$ cat config.mk
export PLATFORM = sky130hd
export DESIGN_NAME = dsgb_top
export DESIGN_NICKNAME = d
export VERILOG_FILES = /design/src/design/dsgb_pkg.sv /design/src/design/dsgb_bc_if.sv /design/src/design/dsgb_pin_sync.sv /design/src/design/dsgb_bc_divider.sv /design/src/design/dsgb_top.sv
export SDC_FILE = /design/constraint.sdc
export NUM_CORES = 1
export LEC_CHECK = 0
export BUFFER_PORTS_ARGS = -buffer_cell sky130_fd_sc_hd__buf_2
export CAP_MARGIN = 20
export CELL_PAD_IN_SITES_DETAIL_PLACEMENT = 0
export CELL_PAD_IN_SITES_GLOBAL_PLACEMENT = 1
export CORE_UTILIZATION = 45
export CTS_BUF_LIST = sky130_fd_sc_hd__clkbuf_8
export CTS_CLUSTER_SIZE = 14
export DETAILED_ROUTE_END_ITERATION = 10
export GPL_ROUTABILITY_DRIVEN = 0
export PLACE_DENSITY = 0.95
export SLEW_MARGIN = 20
export SYNTH_ARGS = -nofsm -noshare
export SYNTH_HDL_FRONTEND = slang
export SYNTH_SLANG_ARGS = --single-unit
$ cat constraint.sdc
create_clock -name aclk -period 5.47 [get_ports aclk]
set_clock_uncertainty 0.2 [all_clocks]
set_input_delay 0.547 -clock aclk [delete_from_list [all_inputs] [get_ports aclk]]
set_output_delay 0.547 -clock aclk [all_outputs]
set_load 0.05 [all_outputs]
$ cat src/design/dsgb_pkg.sv
package dsgb_pkg;
   // Clock and back-channel timing
   localparam int CLK_HZ = 100_000_000;
   localparam int BC_FAST_BPS = 20_000_000;
   localparam int BC_BASE_CYCLES = CLK_HZ / BC_FAST_BPS;
   localparam logic [3:0] BC_BASE_LAST = 4'(BC_BASE_CYCLES - 1);
   // Divider codes hold the divide ratio minus one
   localparam logic [1:0] BC_DIV1 = 2'h0;
   localparam logic [1:0] BC_DIV2 = 2'h1;
   localparam logic [1:0] BC_DIV4 = 2'h3;

   // Register indices; the byte address is four times the index
   localparam logic [7:0] REG_OUTPUT_CONTROL = 8'h02;
   localparam logic [7:0] REG_GPIO0_CONFIG = 8'h1d;
   localparam logic [7:0] REG_GPIO1_GPIO2_CONFIG = 8'h1e;
   localparam logic [7:0] REG_GPIO3_CONFIG = 8'h1f;
   localparam logic [7:0] REG_BC_RATE_CONFIG = 8'h23;
   localparam logic [7:0] REG_LANE_SELECT = 8'h34;
   localparam logic [7:0] REG_FAST_CHANNEL_CONTROL = 8'h43;
   localparam logic [7:0] REG_LINK_CONTROL = 8'h50;
   localparam logic [7:0] REG_LINK_STATUS = 8'h51;
   localparam logic [7:0] REG_GPIO_LEVEL = 8'h6e;

   // Field positions
   localparam int OC_OUTPUT_ENABLE_BIT = 7;
   localparam int OC_OSC_ENABLE_BIT = 5;
   localparam int OC_SLEEP_SELECT_BIT = 4;
   localparam int BC_DIV_SELECT_BIT = 6;
   localparam int BC_FAST_ENABLE_BIT = 4;
   localparam int LC_IRQ_FORWARD_BIT = 0;

   // Values after reset
   localparam logic [7:0] OUTPUT_CONTROL_RESET = 8'h90;
   localparam logic [7:0] GPIO_CONFIG_RESET = 8'h00;
   localparam logic [7:0] BC_RATE_RESET = 8'h00;
   localparam logic [1:0] LANE_SELECT_RESET = 2'h1;
   localparam logic [2:0] FAST_MODE_RESET = 3'h0;
   localparam logic [7:0] LINK_CONTROL_RESET = 8'h00;
   localparam logic [2:0] STRAP_SETTLE = 3'h5;

   // GPIO configuration nibble codes
   localparam logic [3:0] GPIO_CODE_FORWARD = 4'h5;
   localparam logic [3:0] GPIO_CODE_BACK = 4'h3;
   localparam logic [3:0] GPIO_CODE_LOCAL_LOW = 4'h1;
   localparam logic [3:0] GPIO_CODE_LOCAL_HIGH = 4'h9;

   // Fast control-channel modes
   localparam logic [2:0] FCM_NORMAL = 3'h0;
   localparam logic [2:0] FCM_ONE_GPIO = 3'h1;
   localparam logic [2:0] FCM_TWO_GPIO = 3'h2;
   localparam logic [2:0] FCM_FOUR_GPIO = 3'h3;

   // AXI responses
   localparam logic [1:0] RESP_OKAY = 2'h0;
   localparam logic [1:0] RESP_SLVERR = 2'h2;

   typedef enum logic [1:0] {
      DSGB_OFF = 2'h0,
      DSGB_ACQUIRE = 2'h1,
      DSGB_LOCKED = 2'h3
   } dsgb_lock_state_type;

   typedef enum logic [1:0] {
      DSGB_DRIVE_Z = 2'h0,
      DSGB_DRIVE_LOW = 2'h1,
      DSGB_DRIVE_VALID = 2'h2
   } dsgb_drive_type;
endpackage

$ cat src/design/dsgb_bc_if.sv
`timescale 1ns/10ps
`default_nettype none
// Rate selection and back-channel ticks between control and divider
interface dsgb_bc_if;
   logic [1:0] div_code;
   logic bit_tick;
   logic osc_clk;
   modport ctrl (output div_code, input bit_tick, input osc_clk);
   modport gen (input div_code, output bit_tick, output osc_clk);
endinterface
`default_nettype wire

$ cat src/design/dsgb_pin_sync.sv
`timescale 1ns/10ps
`default_nettype none
module dsgb_pin_sync #(
   parameter int WIDTH = 1
) (
   input wire logic aclk,
   input wire logic aresetn,
   input wire logic [WIDTH-1:0] pin,
   output logic [WIDTH-1:0] level
);
   logic [WIDTH-1:0] s1_reg;
   logic [WIDTH-1:0] s2_reg;
   logic [WIDTH-1:0] s3_reg;
   logic [WIDTH-1:0] level_reg;
   wire [WIDTH-1:0] agree = ~(s2_reg ^ s3_reg);

   // Three stages; a change counts once the last two agree
   always_ff @(posedge aclk) begin
      if (!aresetn) begin
         s1_reg <= '0;
         s2_reg <= '0;
         s3_reg <= '0;
         level_reg <= '0;
      end else begin
         s1_reg <= pin;
         s2_reg <= s1_reg;
         s3_reg <= s2_reg;
         level_reg <= (agree & s3_reg) | (~agree & level_reg);
      end
   end
   assign level = level_reg;
endmodule // dsgb_pin_sync
`default_nettype wire

$ cat src/design/dsgb_bc_divider.sv
`timescale 1ns/10ps
`default_nettype none
module dsgb_bc_divider import dsgb_pkg::*; (
   input wire logic aclk,
   input wire logic aresetn,
   dsgb_bc_if.gen bc
);
   logic [3:0] base_reg;
   logic [1:0] sub_reg;
   logic tick_reg;
   logic osc_reg;
   wire base_tick = (base_reg == BC_BASE_LAST);
   wire sub_last = (sub_reg >= bc.div_code);

   // Oscillator base rate, then divide by 1, 2 or 4
   always_ff @(posedge aclk) begin
      if (!aresetn) begin
         base_reg <= 4'h0;
         sub_reg <= 2'h0;
         tick_reg <= 1'b0;
         osc_reg <= 1'b0;
      end else begin
         base_reg <= base_tick ? 4'h0 : base_reg + 4'h1;
         if (base_tick) begin
            sub_reg <= sub_last ? 2'h0 : sub_reg + 2'h1;
            osc_reg <= ~osc_reg;
         end
         tick_reg <= base_tick & sub_last;
      end
   end
   assign bc.bit_tick = tick_reg;
   assign bc.osc_clk = osc_reg;
endmodule // dsgb_bc_divider
`default_nettype wire

$ cat src/design/dsgb_top.sv
// What this block does
// - Port select steers access to duplicated sets
// - Read returns selected copy, second if both
// - Write updates every selected port copy
// - Lost input plus enable drives oscillator clock when sleep bit clear
// - Power up starts lock; indicator held low
// - Lock complete drives lock indicator high when sleep bit set
// - Power-down floats all but interrupt pin; sleep bit picks state
// - Output enable: valid only active and sleep
// - Low power-down input powers down device
// - Forward local interrupt input across link
// - Interrupt pin may pull low in power-down
// - GPIO nibble picks forward output or input
// - Same config registers serve either lane
// - Second-lane GPIOs only in two-lane mode
// - GPIO levels readable; local output modes
// - Divider select: divide four or two
// - Fast bit or strap forces divide one
// - Fast mode replaces normal back-channel signalling
// - Mode field sets second-lane GPIO count and samples
`timescale 1ns/10ps
`default_nettype none
module dsgb_top import dsgb_pkg::*; (
   input wire logic aclk,
   input wire logic aresetn,
   input wire logic [9:0] s_axi_awaddr,
   input wire logic [2:0] s_axi_awprot,
   input wire logic s_axi_awvalid,
   output logic s_axi_awready,
   input wire logic [31:0] s_axi_wdata,
   input wire logic [3:0] s_axi_wstrb,
   input wire logic s_axi_wvalid,
   output logic s_axi_wready,
   output logic [1:0] s_axi_bresp,
   output logic s_axi_bvalid,
   input wire logic s_axi_bready,
   input wire logic [9:0] s_axi_araddr,
   input wire logic [2:0] s_axi_arprot,
   input wire logic s_axi_arvalid,
   output logic s_axi_arready,
   output logic [31:0] s_axi_rdata,
   output logic [1:0] s_axi_rresp,
   output logic s_axi_rvalid,
   input wire logic s_axi_rready,
   input wire logic power_down_n,
   input wire logic serial_active,
   input wire logic lock_done,
   input wire logic two_lane_mode,
   input wire logic strap_mode_select,
   output logic lock_out,
   output logic lock_oe,
   output logic data_oe,
   output logic data_valid,
   output logic video_oe,
   output logic video_valid,
   output logic video_osc_sel,
   output logic osc_clk,
   input wire logic [3:0] gpio_in,
   output logic [3:0] gpio_out,
   output logic [3:0] gpio_oe,
   input wire logic [3:0] dgpio_in,
   output logic [3:0] dgpio_out,
   output logic [3:0] dgpio_oe,
   input wire logic [3:0] fwd_gpio,
   input wire logic [3:0] fwd_dgpio,
   output logic [3:0] bc_gpio,
   output logic [3:0] bc_dgpio,
   output logic [3:0] bc_dgpio_mask,
   output logic [3:0] bc_samples_per_frame,
   output logic bc_normal_signalling,
   output logic [2:0] fast_channel_mode,
   output logic bc_bit_tick,
   input wire logic remote_irq_input_n_in,
   output logic remote_irq_input_n_out,
   output logic remote_irq_input_n_oe,
   output logic irq_to_link
);
   // Register index decode shared by both address channels
   function automatic logic [7:0] reg_index(input logic [9:0] addr);
      return addr[9:2];
   endfunction

   function automatic logic is_mapped(input logic [7:0] idx);
      return idx == REG_OUTPUT_CONTROL || idx == REG_GPIO0_CONFIG ||
         idx == REG_GPIO1_GPIO2_CONFIG || idx == REG_GPIO3_CONFIG ||
         idx == REG_BC_RATE_CONFIG || idx == REG_LANE_SELECT ||
         idx == REG_FAST_CHANNEL_CONTROL || idx == REG_LINK_CONTROL ||
         idx == REG_LINK_STATUS || idx == REG_GPIO_LEVEL;
   endfunction

   // Configuration nibble of one pin
   function automatic logic [3:0] pin_code(input logic [7:0] c0,
         input logic [7:0] c1, input logic [7:0] c2, input int pin);
      case (pin)
         0: return c0[3:0];
         1: return c1[3:0];
         2: return c1[7:4];
         default: return c2[3:0];
      endcase
   endfunction

   // Synchronised pins; interrupt inverted so reset reads idle
   logic [12:0] sync_level;
   logic pdn_s, serial_s, lockd_s, strap_s, irq_s;
   logic [3:0] gpio_s, dgpio_s;
   dsgb_pin_sync #(.WIDTH(13)) u_sync (
      .aclk(aclk),
      .aresetn(aresetn),
      .pin({dgpio_in, gpio_in, ~remote_irq_input_n_in, strap_mode_select,
            lock_done, serial_active, power_down_n}),
      .level(sync_level)
   );
   assign {dgpio_s, gpio_s, irq_s, strap_s, lockd_s, serial_s, pdn_s} =
      sync_level;

   // Registers
   logic [7:0] output_control_reg;
   logic [7:0] gpio_cfg_reg [2][3];
   logic [7:0] bc_rate_reg;
   logic [1:0] lane_select_reg;
   logic [2:0] fast_mode_reg;
   logic [7:0] link_control_reg;
   logic strap_fast_reg;
   logic [2:0] strap_cnt_reg;
   dsgb_lock_state_type lock_state_reg, lock_state_next;

   // AXI slave state
   logic aw_held_reg, w_held_reg, w_lane0_reg;
   logic [7:0] aw_idx_reg, w_data_reg;
   logic bvalid_reg, rvalid_reg;
   logic [1:0] bresp_reg, rresp_reg;
   logic [7:0] rdata_reg;

   // Write and read channel handshakes
   wire aw_fire = s_axi_awvalid & s_axi_awready;
   wire w_fire = s_axi_wvalid & s_axi_wready;
   wire ar_fire = s_axi_arvalid & s_axi_arready;
   wire do_write = aw_held_reg & w_held_reg & ~bvalid_reg;
   wire wr_mapped = is_mapped(aw_idx_reg);
   wire wr_en = do_write & w_lane0_reg;
   wire [7:0] rd_idx = reg_index(s_axi_araddr);
   assign s_axi_awready = ~aw_held_reg & ~bvalid_reg;
   assign s_axi_wready = ~w_held_reg & ~bvalid_reg;
   assign s_axi_arready = ~rvalid_reg;

   always_ff @(posedge aclk) begin
      if (!aresetn) begin
         aw_held_reg <= 1'b0;
         w_held_reg <= 1'b0;
         aw_idx_reg <= 8'h00;
         w_data_reg <= 8'h00;
         w_lane0_reg <= 1'b0;
         bvalid_reg <= 1'b0;
         bresp_reg <= RESP_OKAY;
      end else begin
         if (aw_fire) begin
            aw_held_reg <= 1'b1;
            aw_idx_reg <= reg_index(s_axi_awaddr);
         end
         if (w_fire) begin
            w_held_reg <= 1'b1;
            w_data_reg <= s_axi_wdata[7:0];
            w_lane0_reg <= s_axi_wstrb[0];
         end
         if (do_write) begin
            aw_held_reg <= 1'b0;
            w_held_reg <= 1'b0;
            bvalid_reg <= 1'b1;
            bresp_reg <= wr_mapped ? RESP_OKAY : RESP_SLVERR;
         end else if (s_axi_bready) begin
            bvalid_reg <= 1'b0;
         end
      end
   end
   assign s_axi_bvalid = bvalid_reg;
   assign s_axi_bresp = bresp_reg;

   wire fast_active = bc_rate_reg[BC_FAST_ENABLE_BIT] | strap_fast_reg;

   // Selected copy of a duplicated register
   wire rd_port1 = lane_select_reg[1];
   logic [7:0] rd_byte;
   wire [3:0] lane0_level = gpio_s;
   wire [3:0] lane1_level = dgpio_s & {4{two_lane_mode}};
   wire [7:0] status_byte = {1'b0, strap_fast_reg, fast_active,
      irq_s, serial_s, pdn_s, lock_state_reg};

   always_comb begin
      rd_byte = 8'h00;
      unique case (rd_idx)
         REG_OUTPUT_CONTROL: rd_byte = output_control_reg;
         REG_GPIO0_CONFIG: rd_byte = gpio_cfg_reg[rd_port1][0];
         REG_GPIO1_GPIO2_CONFIG: rd_byte = gpio_cfg_reg[rd_port1][1];
         REG_GPIO3_CONFIG: rd_byte = gpio_cfg_reg[rd_port1][2];
         REG_BC_RATE_CONFIG: rd_byte = bc_rate_reg;
         REG_LANE_SELECT: rd_byte = {6'h00, lane_select_reg};
         REG_FAST_CHANNEL_CONTROL: rd_byte = {5'h00, fast_mode_reg};
         REG_LINK_CONTROL: rd_byte = link_control_reg;
         REG_LINK_STATUS: rd_byte = status_byte;
         REG_GPIO_LEVEL: rd_byte = {lane1_level, lane0_level};
         default: rd_byte = 8'h00;
      endcase
   end

   always_ff @(posedge aclk) begin
      if (!aresetn) begin
         rvalid_reg <= 1'b0;
         rdata_reg <= 8'h00;
         rresp_reg <= RESP_OKAY;
      end else if (ar_fire) begin
         rvalid_reg <= 1'b1;
         rdata_reg <= rd_byte;
         rresp_reg <= is_mapped(rd_idx) ? RESP_OKAY : RESP_SLVERR;
      end else if (s_axi_rready) begin
         rvalid_reg <= 1'b0;
      end
   end
   assign s_axi_rvalid = rvalid_reg;
   assign s_axi_rdata = {24'h000000, rdata_reg};
   assign s_axi_rresp = rresp_reg;

   // Shared registers
   always_ff @(posedge aclk) begin
      if (!aresetn) begin
         output_control_reg <= OUTPUT_CONTROL_RESET;
         bc_rate_reg <= BC_RATE_RESET;
         lane_select_reg <= LANE_SELECT_RESET;
         fast_mode_reg <= FAST_MODE_RESET;
         link_control_reg <= LINK_CONTROL_RESET;
      end else if (wr_en) begin
         if (aw_idx_reg == REG_OUTPUT_CONTROL)
            output_control_reg <= w_data_reg;
         if (aw_idx_reg == REG_BC_RATE_CONFIG)
            bc_rate_reg <= w_data_reg;
         if (aw_idx_reg == REG_LANE_SELECT)
            lane_select_reg <= w_data_reg[1:0];
         if (aw_idx_reg == REG_FAST_CHANNEL_CONTROL)
            fast_mode_reg <= w_data_reg[2:0];
         if (aw_idx_reg == REG_LINK_CONTROL)
            link_control_reg <= w_data_reg;
      end
   end

   // Duplicated GPIO configuration, one copy per lane
   generate
      for (genvar p = 0; p < 2; p++) begin : g_port
         for (genvar k = 0; k < 3; k++) begin : g_cfg
            wire hit = wr_en && lane_select_reg[p] &&
               aw_idx_reg == REG_GPIO0_CONFIG + 8'(k);
            always_ff @(posedge aclk) begin
               if (!aresetn)
                  gpio_cfg_reg[p][k] <= GPIO_CONFIG_RESET;
               else if (hit)
                  gpio_cfg_reg[p][k] <= w_data_reg;
            end
         end
      end
   endgenerate

   // Mode strap caught once the pin synchroniser has settled
   always_ff @(posedge aclk) begin
      if (!aresetn) begin
         strap_cnt_reg <= 3'h0;
         strap_fast_reg <= 1'b0;
      end else if (strap_cnt_reg != STRAP_SETTLE) begin
         strap_cnt_reg <= strap_cnt_reg + 3'h1;
         if (strap_cnt_reg == STRAP_SETTLE - 3'h1)
            strap_fast_reg <= strap_s;
      end
   end

   // Back-channel rate selection
   dsgb_bc_if bc_link ();
   assign bc_link.div_code = fast_active ? BC_DIV1 :
      (bc_rate_reg[BC_DIV_SELECT_BIT] ? BC_DIV2 : BC_DIV4);
   dsgb_bc_divider u_div (
      .aclk(aclk),
      .aresetn(aresetn),
      .bc(bc_link)
   );
   assign bc_bit_tick = bc_link.bit_tick;
   assign osc_clk = bc_link.osc_clk;

   // Lock sequence
   always_comb begin
      lock_state_next = lock_state_reg;
      unique case (lock_state_reg)
         DSGB_OFF:
            if (pdn_s) lock_state_next = DSGB_ACQUIRE;
         DSGB_ACQUIRE:
            if (serial_s && lockd_s) lock_state_next = DSGB_LOCKED;
         DSGB_LOCKED:
            if (!serial_s || !lockd_s)
               lock_state_next = DSGB_ACQUIRE;
         default: lock_state_next = DSGB_OFF;
      endcase
      if (!pdn_s) lock_state_next = DSGB_OFF;
   end

   always_ff @(posedge aclk) begin
      if (!aresetn) lock_state_reg <= DSGB_OFF;
      else lock_state_reg <= lock_state_next;
   end

   // Output state table
   wire oc_en = output_control_reg[OC_OUTPUT_ENABLE_BIT];
   wire oc_sleep = output_control_reg[OC_SLEEP_SELECT_BIT];
   wire oc_osc = output_control_reg[OC_OSC_ENABLE_BIT];
   wire locked = lock_state_reg == DSGB_LOCKED;
   wire run_valid = oc_en & oc_sleep & serial_s & locked;
   dsgb_drive_type drive_mode;
   assign drive_mode = !pdn_s ? DSGB_DRIVE_Z :
      (!oc_en && oc_sleep) ? DSGB_DRIVE_Z :
      run_valid ? DSGB_DRIVE_VALID : DSGB_DRIVE_LOW;
   wire lock_oe_next = pdn_s;
   wire lock_next = run_valid | (!oc_en & oc_sleep & locked);
   wire osc_sel_next = pdn_s & oc_en & !oc_sleep & !serial_s & oc_osc;

   // GPIO pin behaviour per lane
   logic [3:0] lane_in [2];
   logic [3:0] lane_fwd [2];
   logic [3:0] pin_oe_next [2];
   logic [3:0] pin_out_next [2];
   logic [3:0] pin_back [2];
   assign lane_in[0] = gpio_s;
   assign lane_in[1] = dgpio_s;
   assign lane_fwd[0] = fwd_gpio;
   assign lane_fwd[1] = fwd_dgpio;
   generate
      for (genvar l = 0; l < 2; l++) begin : g_lane
         wire lane_on = (l == 0) | two_lane_mode;
         for (genvar i = 0; i < 4; i++) begin : g_pin
            wire [3:0] code = pin_code(gpio_cfg_reg[l][0],
               gpio_cfg_reg[l][1], gpio_cfg_reg[l][2], i);
            wire is_fwd = code == GPIO_CODE_FORWARD;
            wire is_hi = code == GPIO_CODE_LOCAL_HIGH;
            wire is_out = is_fwd | is_hi | code == GPIO_CODE_LOCAL_LOW;
            wire val = is_fwd ? lane_fwd[l][i] : is_hi;
            assign pin_oe_next[l][i] = lane_on &&
               (drive_mode == DSGB_DRIVE_LOW ||
               (drive_mode == DSGB_DRIVE_VALID && is_out));
            assign pin_out_next[l][i] = drive_mode == DSGB_DRIVE_VALID &&
               is_out && val;
            assign pin_back[l][i] = lane_on && code == GPIO_CODE_BACK &&
               lane_in[l][i];
         end
      end
   endgenerate

   // Back-channel carriage by fast-channel mode
   logic [3:0] mode_mask, mode_samples;
   always_comb begin
      mode_mask = 4'h0;
      mode_samples = 4'h0;
      unique case (fast_mode_reg)
         FCM_NORMAL: begin
            mode_mask = 4'hf;
            mode_samples = 4'h1;
         end
         FCM_FOUR_GPIO: begin
            mode_mask = 4'hf;
            mode_samples = 4'h6;
         end
         FCM_TWO_GPIO: begin
            mode_mask = 4'h3;
            mode_samples = 4'ha;
         end
         FCM_ONE_GPIO: begin
            mode_mask = 4'h1;
            mode_samples = 4'hf;
         end
         default: begin
            mode_mask = 4'h0;
            mode_samples = 4'h0;
         end
      endcase
   end
   wire [3:0] dmask = mode_mask & {4{two_lane_mode}};

   // Interrupt forwarding and power-down pull-low
   wire irq_fwd_en = link_control_reg[LC_IRQ_FORWARD_BIT];
   wire irq_next = irq_fwd_en & pdn_s & irq_s;

   // Registered pin and link outputs
   always_ff @(posedge aclk) begin
      if (!aresetn) begin
         lock_out <= 1'b0;
         lock_oe <= 1'b0;
         data_oe <= 1'b0;
         data_valid <= 1'b0;
         video_oe <= 1'b0;
         video_valid <= 1'b0;
         video_osc_sel <= 1'b0;
         gpio_oe <= 4'h0;
         gpio_out <= 4'h0;
         dgpio_oe <= 4'h0;
         dgpio_out <= 4'h0;
         bc_gpio <= 4'h0;
         bc_dgpio <= 4'h0;
         bc_dgpio_mask <= 4'h0;
         bc_samples_per_frame <= 4'h0;
         bc_normal_signalling <= 1'b1;
         fast_channel_mode <= 3'h0;
         remote_irq_input_n_oe <= 1'b0;
         irq_to_link <= 1'b0;
      end else begin
         lock_out <= lock_oe_next & lock_next;
         lock_oe <= lock_oe_next;
         data_oe <= drive_mode != DSGB_DRIVE_Z;
         data_valid <= drive_mode == DSGB_DRIVE_VALID;
         video_oe <= drive_mode != DSGB_DRIVE_Z;
         video_valid <= drive_mode == DSGB_DRIVE_VALID;
         video_osc_sel <= osc_sel_next;
         gpio_oe <= pin_oe_next[0];
         gpio_out <= pin_out_next[0];
         dgpio_oe <= pin_oe_next[1];
         dgpio_out <= pin_out_next[1];
         bc_gpio <= pin_back[0];
         bc_dgpio <= pin_back[1] & dmask;
         bc_dgpio_mask <= dmask;
         bc_samples_per_frame <= mode_samples;
         bc_normal_signalling <= fast_mode_reg == FCM_NORMAL;
         fast_channel_mode <= fast_mode_reg;
         remote_irq_input_n_oe <= ~pdn_s;
         irq_to_link <= irq_next;
      end
   end
   assign remote_irq_input_n_out = 1'b0;
endmodule // dsgb_top
`default_nettype wire

-- After elaboration in Yosys (flattened, before gate mapping)
Memory sizes are Yosys's and may differ from the RTL's. A register that Yosys moved wholly into a read port is not among the register bits.
Cells that the tools add are included.
- magnitude comparators: 1
- bitwise logic cells: 62
- shift operators: 0
- mux-type cells: 53
- reduce and logical (&&, ||, !) cells: 89
- $add $sub $neg: 3
- $mul: 0
- div/mod/pow operators: 0
- equal/unequal tests: 64
- operators with widths (cell ; number):
    $pmux W8 S10 ; 1
    $eq A8 B7 Y1 const B ; 8
    $eq A8 B5 Y1 const B ; 6
    $mux W8 ; 6
    $logic_and A1 B1 Y1 ; 42
    $eq A4 B3 Y1 const B ; 9
    $mux W1 ; 33
    $eq A4 B1 Y1 const B ; 8
    $eq A4 B2 Y1 const B ; 8
    $eq A4 B4 Y1 const B ; 8
    $eq A8 B6 Y1 const B ; 4
    $logic_or A1 B1 Y1 ; 27
    $and A13 B13 Y13 ; 2
    $not A13 Y13 ; 2
    $or A1 B1 Y1 ; 24
    $and A1 B1 Y1 ; 21
    $mux W2 ; 10
    $eq A8 B2 Y1 const B ; 2
    $pmux W4 S4 ; 1
    $reduce_and A2 Y1 ; 8
    $or A13 B13 Y13 ; 1
    $xor A13 B13 Y13 ; 1
    $and A4 B4 Y4 ; 3
    $pmux W4 S3 ; 1
    19 further kinds ; 36
- input bits: 91
- logic and storage cells: 316
- register bits after elaboration: 171
- output and inout port bits: 89
- bits in writable memories: 48
- bits in read-only memories: 0
- bits in latches: 0
- memories kept: 1
- memories (name ; depth ; width ; read ports ; clocked after memory_dff ; write ports ; RTL line ; RTL):
    gpio_cfg_reg ; 2 ; 24 ; 3 ; 1 ; 2 ; dsgb_top.sv:118 ; logic [7:0] gpio_cfg_reg [2][3];

-- Logic depth before layout (Yosys ltp)
Gate-level depths: netlist of the first run.
- word-level depth: 11
- gate-level depth with buffers: 7
- depth with buffers taken out: 6

-- Cells and area by module
From an unflattened synthesis of the first run, not the netlist that was laid out.
- cell total of the unflattened synthesis: 886
- area, all modules: 9033.7 µm²
- by module, submodules not included (module ; sequential area each (µm²) ; instances ; area an instance (µm²) ; cells each):
    dsgb_top ; 3623.5 ; 1 ; 7101.8 ; 711
    dsgb_pin_sync ; 1041.0 ; 1 ; 1524.0 ; 135
    dsgb_bc_divider ; 160.2 ; 1 ; 407.9 ; 40

-- Least setup slack after synthesis of the first run
No wires, ideal clock.
- path type: register to register
- start: reg bvalid_reg, in the netlist s_axi_bvalid
- end: mem gpio_cfg_reg[0][0] in the netlist's numbering (enable)
- path buffers: 0
- stages on the path, launching flop included: 5
- data arrival time: 1940 ps
- slack: 2946 ps
- required time: 4886 ps
- period minus slack after synthesis: 2524 ps
- library setup time: 384 ps
- path through: dfxtp_1 > nand4b_1 > nor3_1 > nand2_1 > o21ai_0
- RTL lines (what ; RTL line ; RTL):
    from (decl) ; dsgb_top.sv:130 ; logic bvalid_reg, rvalid_reg;
    from (signal assigned) ; dsgb_top.sv:153 ; bvalid_reg <= 1'b0;
    from (signal assigned) ; dsgb_top.sv:168 ; bvalid_reg <= 1'b1;
    from (signal assigned) ; dsgb_top.sv:171 ; bvalid_reg <= 1'b0;
    to (decl) ; dsgb_top.sv:118 ;

==> flow_results.org, run 1 <==
** Routing
- The detailed router finished its first iteration with 508 violations.
- Residual antenna-violating net count after detailed routing :: 0
- Wires add up to between 20 and 25 mm.
- Dividing the detail-routed via count by the number of cells gives roughly 5.3.
- For this run, design rule violations remaining after detail routing come to 0.
- First-pass detailed-route iteration total :: 6
- Vias after detailed routing :: just under 7000
- Wirelength per Cell :: around 17 um

** Clock tree
- No sink is reached through more buffers than the 3 on the longest clock path.
- Clock tree synthesis selected as its root buffer the cell clkbuf_8.
- The H-tree was split into 2 levels.
- The clock net in this run drives a total of 217 sinks.
- Worst-Skew Late Latency :: 0.53 ns
- CTS tree :: done
- CTS Buf Count :: 36
- In this run the post-CTS setup repair buffer count came out at 0.
- Clock-pin slew was measured on the worst setup and hold paths at 0.06 ns.

** Finish
- Antenna cells :: 0
- Multi-input gate area :: approximately 0.0038 mm^2
- The register with the most flip-flops in the layout has between 40 and 50 of them.
- From synthesis to final layout, the design area changed by 15.70%.
- The layout has between 1500 and 2000 filler cells.
- Design Area, Final :: between 0.01 and 0.015 mm^2
- Fraction of layout instances using a drive strength above 1 :: 19.34%
- Final #Nets :: 1100
- Storage cell area :: roughly 0.0048 mm^2

** Power and ir drop
- For this design the ratio of total power to cell area is between 300 and 400 mW/mm^2.
- The worst-case IR drop observed on VDD is between 0.00015 and 0.0002 V.
- Total power after layout :: around 0.0035 W
- For this design the static power due to leakage is about 4.3 nW.

** Placement
- The wire-length estimate of the detail-placed layout is about 15 mm.
- Before CTS, the worst setup slack after placement is between 2 and 2.5 ns.
- Placed Area :: about 0.0096 mm^2
- The count of buffers added on input and output ports is 115.

** Synth
- Among all flip-flop cells after synthesis, the most frequent one is dfxtp_1.
- In this run, synthesis produced a sequential element count of 217.
- Gate count after technology mapping :: roughly 900
- Synthesized cell area :: roughly 0.0090 mm^2
- Dividing the synthesized area by the synthesized cell count gives 10.03 um^2.
- In the synthesized netlist the async set-or-reset flop fraction comes to 0%.
- The synthesized design contains 48 enable-type register cells.
- The largest total area in the synthesized netlist belongs to dfxtp_1.
- After synthesis, the largest area contributor takes up 37.52% of total cell area.
- Yosys attributes the largest share of cell area to dfxtp_1 (38%), edfxtp_1 (16%), and2_1 (6.4%).
- Register area share after synthesis :: between 50 and 60%
- Library cells used by synthesis :: 75
- For this run, the number of Yosys warnings is 0.

** Timing
- Transition time at the pin with the least slew margin :: between 1 and 1.5 ns
- Total setup violations reported at the end of the flow :: 0
- Headroom to the max-slew limit came out at 28.83%.
- Final hold viol count :: 0
- Highest attainable clock frequency :: between 300 and 400 MHz
- Shortest period the worst path allows :: about 3 ns
- Sum of negative setup slack :: 0 ns
- Final-report max-slew violation count :: 0
- Across all setup checks in the final design, the least slack found is between 2 and 2.5 ns.
- Setup repair after global routing left no endpoint under its margin.
- Final Cycle Share :: about 56%

** Floorplanning
- Vert. Die Dim :: ~140 um
- The initial utilization of the core area, before any placement, comes to about 46%.
- In this run the core area contains 51 standard-cell rows.
- The floorplan step set the die width to around 140 um.
- Core outline area :: ~0.020 mm^2
- For this design the top-level I/O count stands at 180.
- The floorplan step defined a die boundary enclosing about 0.02 mm^2.

** GRT
- In the global route stage, met3 resource usage came out at 4.865%.
- Number of global-route vias before repair :: around 6300
- Largest net degree at the start of global routing :: slightly above 60
- For this run the aggregate overflow at the end of global routing stands at 0.
- Across every metal layer, demand over resource in global routing totals a little over a fifth.
- Global routing consumed, on the met2 layer, roughly a third of the routing resources.
- The number of antenna violations at the first check in global routing was 0.
- Global routing consumed, on the met1 layer, ~28% of the routing resources.
- The layer flagged by global routing as most heavily used is met2.
- The first global-routing pass estimated 33.77 mm of wire.

** Setup path
- STA puts the critical path data arrival time at between 3 and 4 ns.
- Chain of cells forming the critical path :: or3b_2, nor3_1, nand2_1, o21ai_0
- CP required :: 5.40 ns
- Type of element launching the critical path :: flop
- STA classifies the critical path endpoint as a flop.
- The setup path with the least slack is of type reg -> reg.
- Among all stages on the critical path, the largest delay is contributed by o21ai_0.
- Longest individual stage delay on the worst path :: between 0.8 and 0.9 ns
- Crit Path Max Fanout :: 8

** Hold path
- HP Class :: in -> reg

** Run status
- The flow ran to the end, and the final reports show no timing, DRC or antenna violations.

** Flow run
- Reported max-cap violation count :: 0
## cell type report
type / count / share of cell area (%)
well taps: 265 / 3.179
clock buffers: 48 / 6.333
repair buffers: 118 / 5.877
flip-flops and latches: 217 / 46.25
inverters: 23 / 0.8276
clock inverters: 17 / 1.511
multi-input cells: 606 / 36.02
## repair_timing
action | 4_1_cts | 5_1_grt
hold buffers | 1 | 0
gates resized for setup | 0 | 0
hold endpoints to repair | 1 | 0
## cells in the final DEF (no fill, tap or decap), drive strengths merged, types with 15 or more instances in the layout
cell	synthesis	routed
mux2i	43	43
and2	93	93
nor3	25	25
a21oi	53	53
buf	46	117
conb	1	27
nand3	19	19
clkbuf	33	48
nor2	67	67
nand2	85	85
inv	23	31
dfxtp	169	169
edfxtp	48	48
nand4b	15	15
o21ai	38	38
## logic make-up (layout without fill, tap and decap cells)
kind of cell,after synthesis,after routing,synth area share (%)
AND/OR/NAND/NOR,376,376,22.90
flip-flops,217,217,53.51
AO/OA/AOI/OAI,135,135,9.201
buffers and inverters,102,206,5.898
multiplexers,55,55,6.897
adder cells (fa/ha/maj),7,7,0.9714
XOR/XNOR,6,6,0.5828
other,1,27,0.04159
## through the flow
stage	util, %	hold slack [ns]	std cells
2_1_floorplan	-	0.2119	925
3_3_place_gp	49.18	0.2166	1228
3_5_place_dp	49.18	0.2198	1228
4_1_cts	53.42	0.02027	1294
5_1_grt	53.42	0.02753	1294
6_report	53.42	0.04544	1294
## worst max-delay path: cells and delay by family (launching register included)
family,cells,cell delay [ns]
compound gates,1,0.88
flops,1,0.41
simple gates,3,1.21
## routing by layer
metal  vias up  share of wire (%)
li1       3307                  -
met1      3130                 43
met2       304                 46
met3        63                7.9
met4         0                3.4
met5         -                  0
## final timing paths
check,from,end,slack [ns],cells after the start
max,aw_idx_reg[4],gpio_cfg_reg[0][3],2.38,4
min,dgpio_in[2],u_sync.s1_reg[11],0.05,2
max reg2reg,aw_idx_reg[4],gpio_cfg_reg[0][3],2.38,4
min reg2reg,u_sync.s1_reg[0],u_sync.s2_reg[0],0.23,1
## cell usage after synthesis, types with 3 or more instances
| library cell | number |
|---|---|
| buf_4 | 31 |
| nand2b_1 | 6 |
| nor2b_1 | 8 |
| nor4b_1 | 8 |
| and3_1 | 7 |
| mux2_2 | 7 |
| o21ai_1 | 3 |
| or3_1 | 3 |
| a2111oi_0 | 5 |
| nor3_1 | 24 |
| a22oi_1 | 6 |
| clkbuf_2 | 3 |
| and3b_1 | 3 |
| nand3b_1 | 3 |
| ha_1 | 7 |
| inv_1 | 23 |
| nand2_1 | 85 |
| a32o_1 | 3 |
| a31oi_1 | 3 |
| mux2i_1 | 43 |
| nor4_1 | 3 |
| nand4_1 | 10 |
| mux4_2 | 5 |
| a21oi_1 | 53 |
| and2_1 | 92 |
| or4b_1 | 3 |
| o21ai_0 | 35 |
| edfxtp_1 | 48 |
| and4b_1 | 3 |
| dfxtp_1 | 169 |
| nor2_1 | 67 |
| clkbuf_1 | 30 |
| a22o_1 | 3 |
| xnor2_1 | 4 |
| nand4b_1 | 15 |
| nand3_1 | 19 |
| buf_2 | 11 |
## report_power, final
group          leakage (nW)  internal [W]  switching [W]
Combinational          1.97     0.0000688       0.000168
Clock                 0.449      0.000931       0.000636
Sequential             1.87       0.00168      0.0000499
Note: power is estimated with default switching activity, not from simulation.
==> run 2: changes to the inputs <==
Settings changed: ABC_AREA set to 1, CORE_UTILIZATION 45 to 42, PLACE_DENSITY 0.95 to 0.93.
Clock period 5.47 ns to 3.2 ns, I/O delays scaled along.
==> run 2 against run 1 <==
  * Global-route usage decreased by 0.78 points
  * Die area rose by 6.0%
  * Area after synthesis decreased by 0.97%
  * Final area up 3.9%
  * Largest cell class unchanged
  * Largest power group unchanged
==> flow_results.org, run 2 <==
** Run status
- Run status :: finished, final reports clean

** Timing
- Setup violations remaining at the end of the flow were counted as 0.
- Setup total negative slack on the finished layout was measured at 0 ns.
- Worst relative slew slack :: 41.48%
- For the pin with the worst max-slew slack, the measured transition is 0.8745 ns.
- Setup repair after global routing left no endpoint under its margin.
- The worst path meets setup with approximately 1 ns of slack.
- Shortest period the worst path allows :: between 2 and 2.5 ns
- Final Cycle Share :: between 60% and 70%
- The final-report hold violation count is 0.
- Final-report max-slew violation count :: 0
- For this run, the top clock speed supported by timing is between 400 and 500 MHz.

** Setup path
- FF-to-FF path depth :: 8
- The worst setup path is captured at a flop.
- At the worst endpoint, the arrival time is approximately 2.4 ns.
- Worst setup path category :: reg -> reg
- Crit Path Max Fanout :: 20
- The worst setup path is launched from a flop.
- CP required :: between 3 and 4 ns

** Finish
- In the layout the commonest cells are nand2_1 (238), dfxtp_1 (169), nor2_1 (150).
- Leading cell type in the layout, fill and taps excluded :: nand2_1
- Final #Nets :: ~1400
- Flip-flop count of the largest register after layout :: between 40 and 50
- Fin cells :: around 1600
- The area growth from synthesis to layout is 21.34%.
- Fraction of layout instances using a drive strength above 1 :: 15.39%
- Fin util :: ~53%
- Fill cells in the final layout number 1923.
- 0 antenna diodes ended up in the layout.

** Placement
- Worst setup slack before clock tree synthesis :: roughly 1 ns
- Detailed placement ended at an HPWL of between 15 and 20 mm.
- During placement, the flow inserted port buffers numbering roughly 120.
- Number of cells after detailed placement :: 1453

** GRT
- Entering global routing, the biggest net connects 83 pins.
- Antenna violations before repair :: 0
- Total global routing track utilization :: between 20% and 30%
- The first global-routing pass estimated 34.81 mm of wire.
- Number of global-route vias before repair :: 6837
- Global routing finished with a remaining overflow of 0.

** Routing
- Vias after detailed routing :: between 7000 and 8000
- In the final routed layout, each cell accounts on average for 14.25 um.
- After detailed routing, the number of vias per cell comes to between 4 and 5.
- After detailed routing, the total wire length is between 20 and 25 mm.
- DR iter-0 viols :: about 560
- For this run, design rule violations remaining after detail routing come to 0.
- Before antenna repair, the detailed router went through 5 iterations.
- The detail route stage leaves a number of antenna-violating nets equal to 0.

** Clock tree
- Post-CTS timing repair inserted 0 buffers for setup.
- H-tree lvl count :: 2
- Clock tree synthesis selected as its root buffer the cell clkbuf_8.
- Number of clock sinks :: about 220
- CTS tree :: done
- CTS Buf Count :: 36
- Counting along the longest clock path gives a buffer depth of 3.
- Clock-pin slew was measured on the worst setup and hold paths at around 0.06 ns.
- After clock tree synthesis, the repair step resized 0 gates.
- For the worst-skew pair, the clock arrives at the later sink with an insertion delay of between 0.5 and 0.6 ns.

** Synth
- Most used DFF post-synth :: dfxtp_1
- Library cells used by synthesis :: 44
- After synthesis, the largest area contributor takes up between 30 and 40% of total cell area.
- Gate count after technology mapping :: about 1100
- Register area share after synthesis :: between 50% and 60%
- In the post-synthesis netlist, the cell with the most instances is nand2_1.
- The Yosys step of the flow raised 0 warnings.
- Ranking of synthesized cells by area :: dfxtp_1 (38%), edfxtp_1 (16%), nand2_1 (10%)
- Post-synth EDFFs :: between 40 and 50
- Top cell types by occurrence after synthesis :: nand2_1 (238), dfxtp_1 (169), nor2_1 (150)
- Synthesized cell area :: between 0.008 and 0.009 mm^2
- Most area-hungry cell type in the Yosys netlist :: dfxtp_1
- After synthesis the netlist holds a flip-flop and latch count of around 220.
- Fraction of registers with async set or reset after synthesis :: 0%
- The average instance in the mapped netlist occupies 8.124 um^2.

** Floorplanning
- The die is ~150 um tall.
- For this configuration, the core starts out at a cell density of 43.43%.
- In this run the horizontal extent of the chip is approximately 150 um.
- The die covers 0.02184 mm^2.
- Number of top-level pins :: between 150 and 200
- The total area inside the core boundary comes to 0.02056 mm^2.
- Site row count :: 52

** Power and ir drop
- VDD sags by at most about 0.00024 V.
- The analysis attributes to cell leakage a power of 5.048 nW.
- Power spread over the standard cell area amounts to 557.7 mW/mm^2.

** Hold path
- The worst hold path belongs to the class in -> reg.
- The worst hold path passes through 3 cells.

** Flow run
- Reported max-cap violation count :: 0
run 2: cell count changes in the layout (fill, tap and decap cells not counted), moves of 9 or more:
cell	change
and2_1	-91
inv_1	+98
nand2_1	+153
clkbuf_8	-9
a21oi_1	+22
nand4b_1	-15
dlygate4sd3_1	+46
mux2i_1	-43
o21ai_0	+34
nor2_1	+83
nand3_1	+53
run 2: where the power goes:
part	switching (W)	internal, W	total [W]	leakage [nW]
Combinational	0.000357	0.000138	0.000496	2.75
Clock	0.00108	0.00154	0.00262	0.427
Sequential	0.0000481	0.00288	0.00293	1.87
Total	0.00149	0.00455	0.00604	5.05
run 2: final cells by class:
cell class,count,area [um^2],share of cell area (%)
well taps,270,337.8,3.118
clock buffers,39,536.8,4.954
flip-flops and latches,217,4825,44.53
clock inverters,24,242.7,2.240
repair buffers,168,1106,10.21
inverters,126,473.0,4.365
multi-input cells,719,3313,30.58
run 2: worst paths after layout:
kind                          from  slack [ns]                to
setup reg to reg              flop        1.01      rdata_reg[0]
hold / removal        fwd_dgpio[0]        0.08      dgpio_out[0]
hold reg to reg   u_sync.s1_reg[7]        0.21  u_sync.s2_reg[7]
setup / recovery              flop        1.01      rdata_reg[0]
run 2: logic make-up (layout without fill, tap and decap cells):
family	Yosys count	count (layout)	synth area share [%]
and+or+nand+nor	520	520	25.11
DFF	217	217	54.04
buffers and inverters	189	357	9.949
xor gates and xnor gates	2	2	0.1962
AOI/OAI and AO/OA	163	163	9.683
other	1	27	0.04200
adders and majority gates	7	7	0.9809
run 2: per-layer routing:
metal / wire (um) / GRT usage [%]
met1: 9785 / 26.83
met2: 9864 / 32.69
met3: 1681 / 4.012
met4: 947 / 10.46
met5: 0 / 0
run 2: stage by stage:
stage	area, um^2	power, W	hold WS [ns]
after floorplan	9026	0.003327	0.1905
after global placement	9584	0.003426	0.1954
after detailed placement	9584	0.003433	0.1968
after CTS	10830	0.006096	0.03792
after global routing	10830	0.006285	0.1147
final	10830	0.006042	0.07818
run 2: timing repair:
| item | in CTS | in global routing |
|---|---|---|
| hold endpoints to repair | 52 | 0 |
| setup endpoints to repair | 0 | 0 |
| hold buffers | 47 | 0 |
run 2: worst max-delay path: stages, from the launching register on:
cell and delay, ns:
dfxtp_1 0.53, inv_1 0.38, o21ai_0 0.45, nand3_1 0.16, nand2_1 0.11, inv_1 0.04
nand3_1 0.07, nand2_1 0.05, a21oi_1 0.12
==> run 3: changes to the inputs <==
Clock period 3.2 ns to 2.3 ns, I/O delays scaled along.
==> run 3 against run 2 <==
  * Wire length rose by 0.18%
  * Worst setup slack got worse by 0.78 ns
  * Combinational power rose by 40%
  * Utilization rose by 0.13 points
  * Fmax rose by 5.7%
  * Register-to-register slack got worse by 0.78 ns
  * Largest cell class unchanged
  * Highest routed layer unchanged
==> flow_results.org, run 3 (synthesized netlist as in run 2, its figures left out) <==
** GRT
- For met1 alone, demand over resource in global routing was 26.62%.
- The first global-routing pass estimated roughly 35 mm of wire.
- Busiest layer in global routing :: met2
- For this run, global-route usage on met3 was measured as about 4.1%.
- Met2 capacity usage during global routing :: 33.54%
- Number of global-route vias before repair :: 6987
- Largest net degree at the start of global routing :: approximately 110
- The total overflow left after global routing is 0.
- Total global routing track utilization :: roughly a fifth
- The number of antenna violations at the first check in global routing was 0.

** Clock tree
- Maximum number of buffers from clock root to sink :: 3
- H-tree lvl count :: 2
- TritonCTS built the clock tree.
- The number of setup buffers added after CTS is 0.
- CTS placed an instance of clkbuf_8 at the clock tree root.
- The clock net in this run drives a total of 217 sinks.
- Clk pin slew, worst setup/hold paths :: around 0.060 ns
- In this run, CTS created clock tree buffers numbering 37.
- The clock reaches the later pin of the worst-skew pair after 0.52 ns.

** Timing
- Sum of negative setup slack :: 0 ns
- Shortest period the worst path allows :: about 2.1 ns
- Final hold viol count :: 0
- Total setup violations reported at the end of the flow :: 0
- Derived from the worst setup path, the maximum achievable clock frequency is approximately 480 MHz.
- Of the available clock period, the critical path in the final layout requires 90.03%.
- Final-report max-slew violation count :: 0
- Setup repair after global routing left no endpoint under its margin.
- Worst relative slew slack :: a little under two fifths
- Worst hold margin :: around 0.13 ns
- For the pin with the worst max-slew slack, the measured transition is a little over 0.9 ns.

** Setup path
- STA classifies the critical path startpoint as a flop.
- Crit Path Max Fanout :: 16
- Chain of cells forming the critical path :: nor2_2, nand2_1, o21ai_0, nor2_1, dlygate4sd3_1
- The worst setup path is of the reg -> reg kind.
- CP required :: roughly 2.5 ns
- WP data arrival :: 2.26 ns
- Worst Path Buf+Inv :: 1
- Nature of the critical path endpoint :: flop
- Category of cells accounting for the largest share of critical-path delay :: simple AND/OR/NAND/NOR gates
- Longest individual stage delay on the worst path :: approximately 0.55 ns
- Critical-path cell with the highest stage delay :: dlygate4sd3_1

** Placement
- During placement, the flow inserted port buffers numbering between 100 and 150.
- Detailed placement finished with a half-perimeter wire length of 16.00 mm.

** Hold path
- The path class of the tightest hold or removal check is in -> reg.

** Floorplanning
- Number of top-level pins :: 180
- Die width :: 147.8 um
- Initial cell density of the core :: about 43%
- Site row count :: between 50 and 60
- The floorplan step defined a die boundary enclosing around 0.022 mm^2.
- Core outline area :: 0.02056 mm^2
- The die is 147.8 um tall.

** Power and ir drop
- Combinational logic is responsible for approximately 8.3% of the overall power.
- Net switching is about a quarter of the power.
- Clock power share :: between 40% and 50%
- Net load switching power :: between 0.002 and 0.0025 W
- Leakage power figure :: about 5.1 nW
- IR analysis of the VDD net gives a maximum drop of slightly above 0.0004 V.
- Dividing total power by cell area gives a power density of 768.1 mW/mm^2.
- Internal power :: approximately 0.0063 W
- Per report_power, the sequential group accounts for between 40 and 50% of the total.

** Finish
- Leading cell type in the layout, fill and taps excluded :: nand2_1
- Fraction of layout instances using a drive strength above 1 :: around 16%
- Layout Area Growth over Synthesis :: 21.64%
- In the final design database the tool counted around 1400 nets.
- Antenna cells :: 0
- Flip-flop count of the largest register after layout :: 48
- Leaving out fill and tap cells, the most frequent cells in the layout are nand2_1 (238), dfxtp_1 (169), nor2_1 (148).

** Routing
- First-pass detailed-route iteration total :: 5
- Count of unresolved DRC violations after routing :: 0
- The routed design has ~22 mm of wire.
- Wirelength per Cell :: approximately 14 um
- After detailed routing, the number of vias per cell comes to 4.910.
- The detailed router finished its first iteration with around 590 violations.
- Vias after detailed routing :: approximately 7700
- Residual antenna-violating net count after detailed routing :: 0

** Flow run
- The tool flagged a number of max-cap violations equal to 0.

** Run status
- Run status :: finished, final reports clean
==> run 3: changes by cell type in the layout (fill, tap and decap cells not counted), moves of 2 or more <==
cell / change
buf_4: +6
clkbuf_8: +5
clkinv_2: +3
bufinv_16: -2
dlygate4sd3_1: -2
inv_1: -2
nor2_1: -2
nor2_2: +2
==> run 3: repair_timing <==
| action | 4_1_cts | 5_1_grt |
|---|---|---|
| endpoints found under the hold margin | 69 | 0 |
| hold buffers | 45 | 0 |
| resized for setup | 0 | 0 |
==> run 3: path summary, 6_finish.rpt <==
check / to / start / cells past startpoint / slack [ns]
max: w_lane0_reg / s_axi_bvalid / 5 / 0.23
min: aw_idx_reg[1] / s_axi_awvalid / 3 / 0.13
max reg2reg: w_lane0_reg / s_axi_bvalid / 5 / 0.23
min reg2reg: u_sync.s2_reg[8] / u_sync.s1_reg[8] / 2 / 0.21
==> run 3: routing by layer <==
layer | wire length [um] | vias to the layer above
met5 | 0 | -
met3 | 1835 | 57
met4 | 742 | 0
met1 | 9445 | 3483
li1 | - | 3850
met2 | 10300 | 309
==> run 3: worst reg2reg max path: stages, from the launching register on <==
cell,delay (ns)
dfxtp_1,0.38
nor2_2,0.18
nand2_1,0.32
o21ai_0,0.27
nor2_1,0.06
dlygate4sd3_1,0.55
==> run 3: power by group through the flow <==
stage               Clock (W)  Combinational, W  Sequential [W]
floorplan                   0          0.000455         0.00418
global placement            0          0.000622         0.00415
finish                0.00358          0.000694         0.00407
CTS                   0.00364          0.000693         0.00407
global route          0.00381          0.000760         0.00409
detailed placement          0          0.000631         0.00415
==> run 3: final cells by class <==
cell class                      instances  area, um^2
Sequential cell                       217        4825
Tap cell                              270       337.8
Timing Repair Buffer                  172        1131
Fill cell                            1959        9699
Clock buffer                           44       605.6
Clock inverter                         20       170.2
Inverter                              126       473.0
Multi-Input combinational cell        719        3318
==> run 3: metrics by stage <==
| step | setup slack (ns) | util [%] | instances | power, W | cell area, um^2 |
|---|---|---|---|---|---|
| after global routing | 0.04456 | 52.82 | 1568 | 0.008661 | 10860 |
| after floorplan | 0.2181 | - | 1125 | 0.004631 | 9031 |
| after detailed placement | 0.2666 | 46.86 | 1459 | 0.004784 | 9634 |
| after CTS | 0.2247 | 52.82 | 1568 | 0.008407 | 10860 |
| after global placement | 0.3012 | 46.86 | 1459 | 0.004771 | 9634 |
| final | 0.2292 | 52.82 | 1568 | 0.008342 | 10860 |
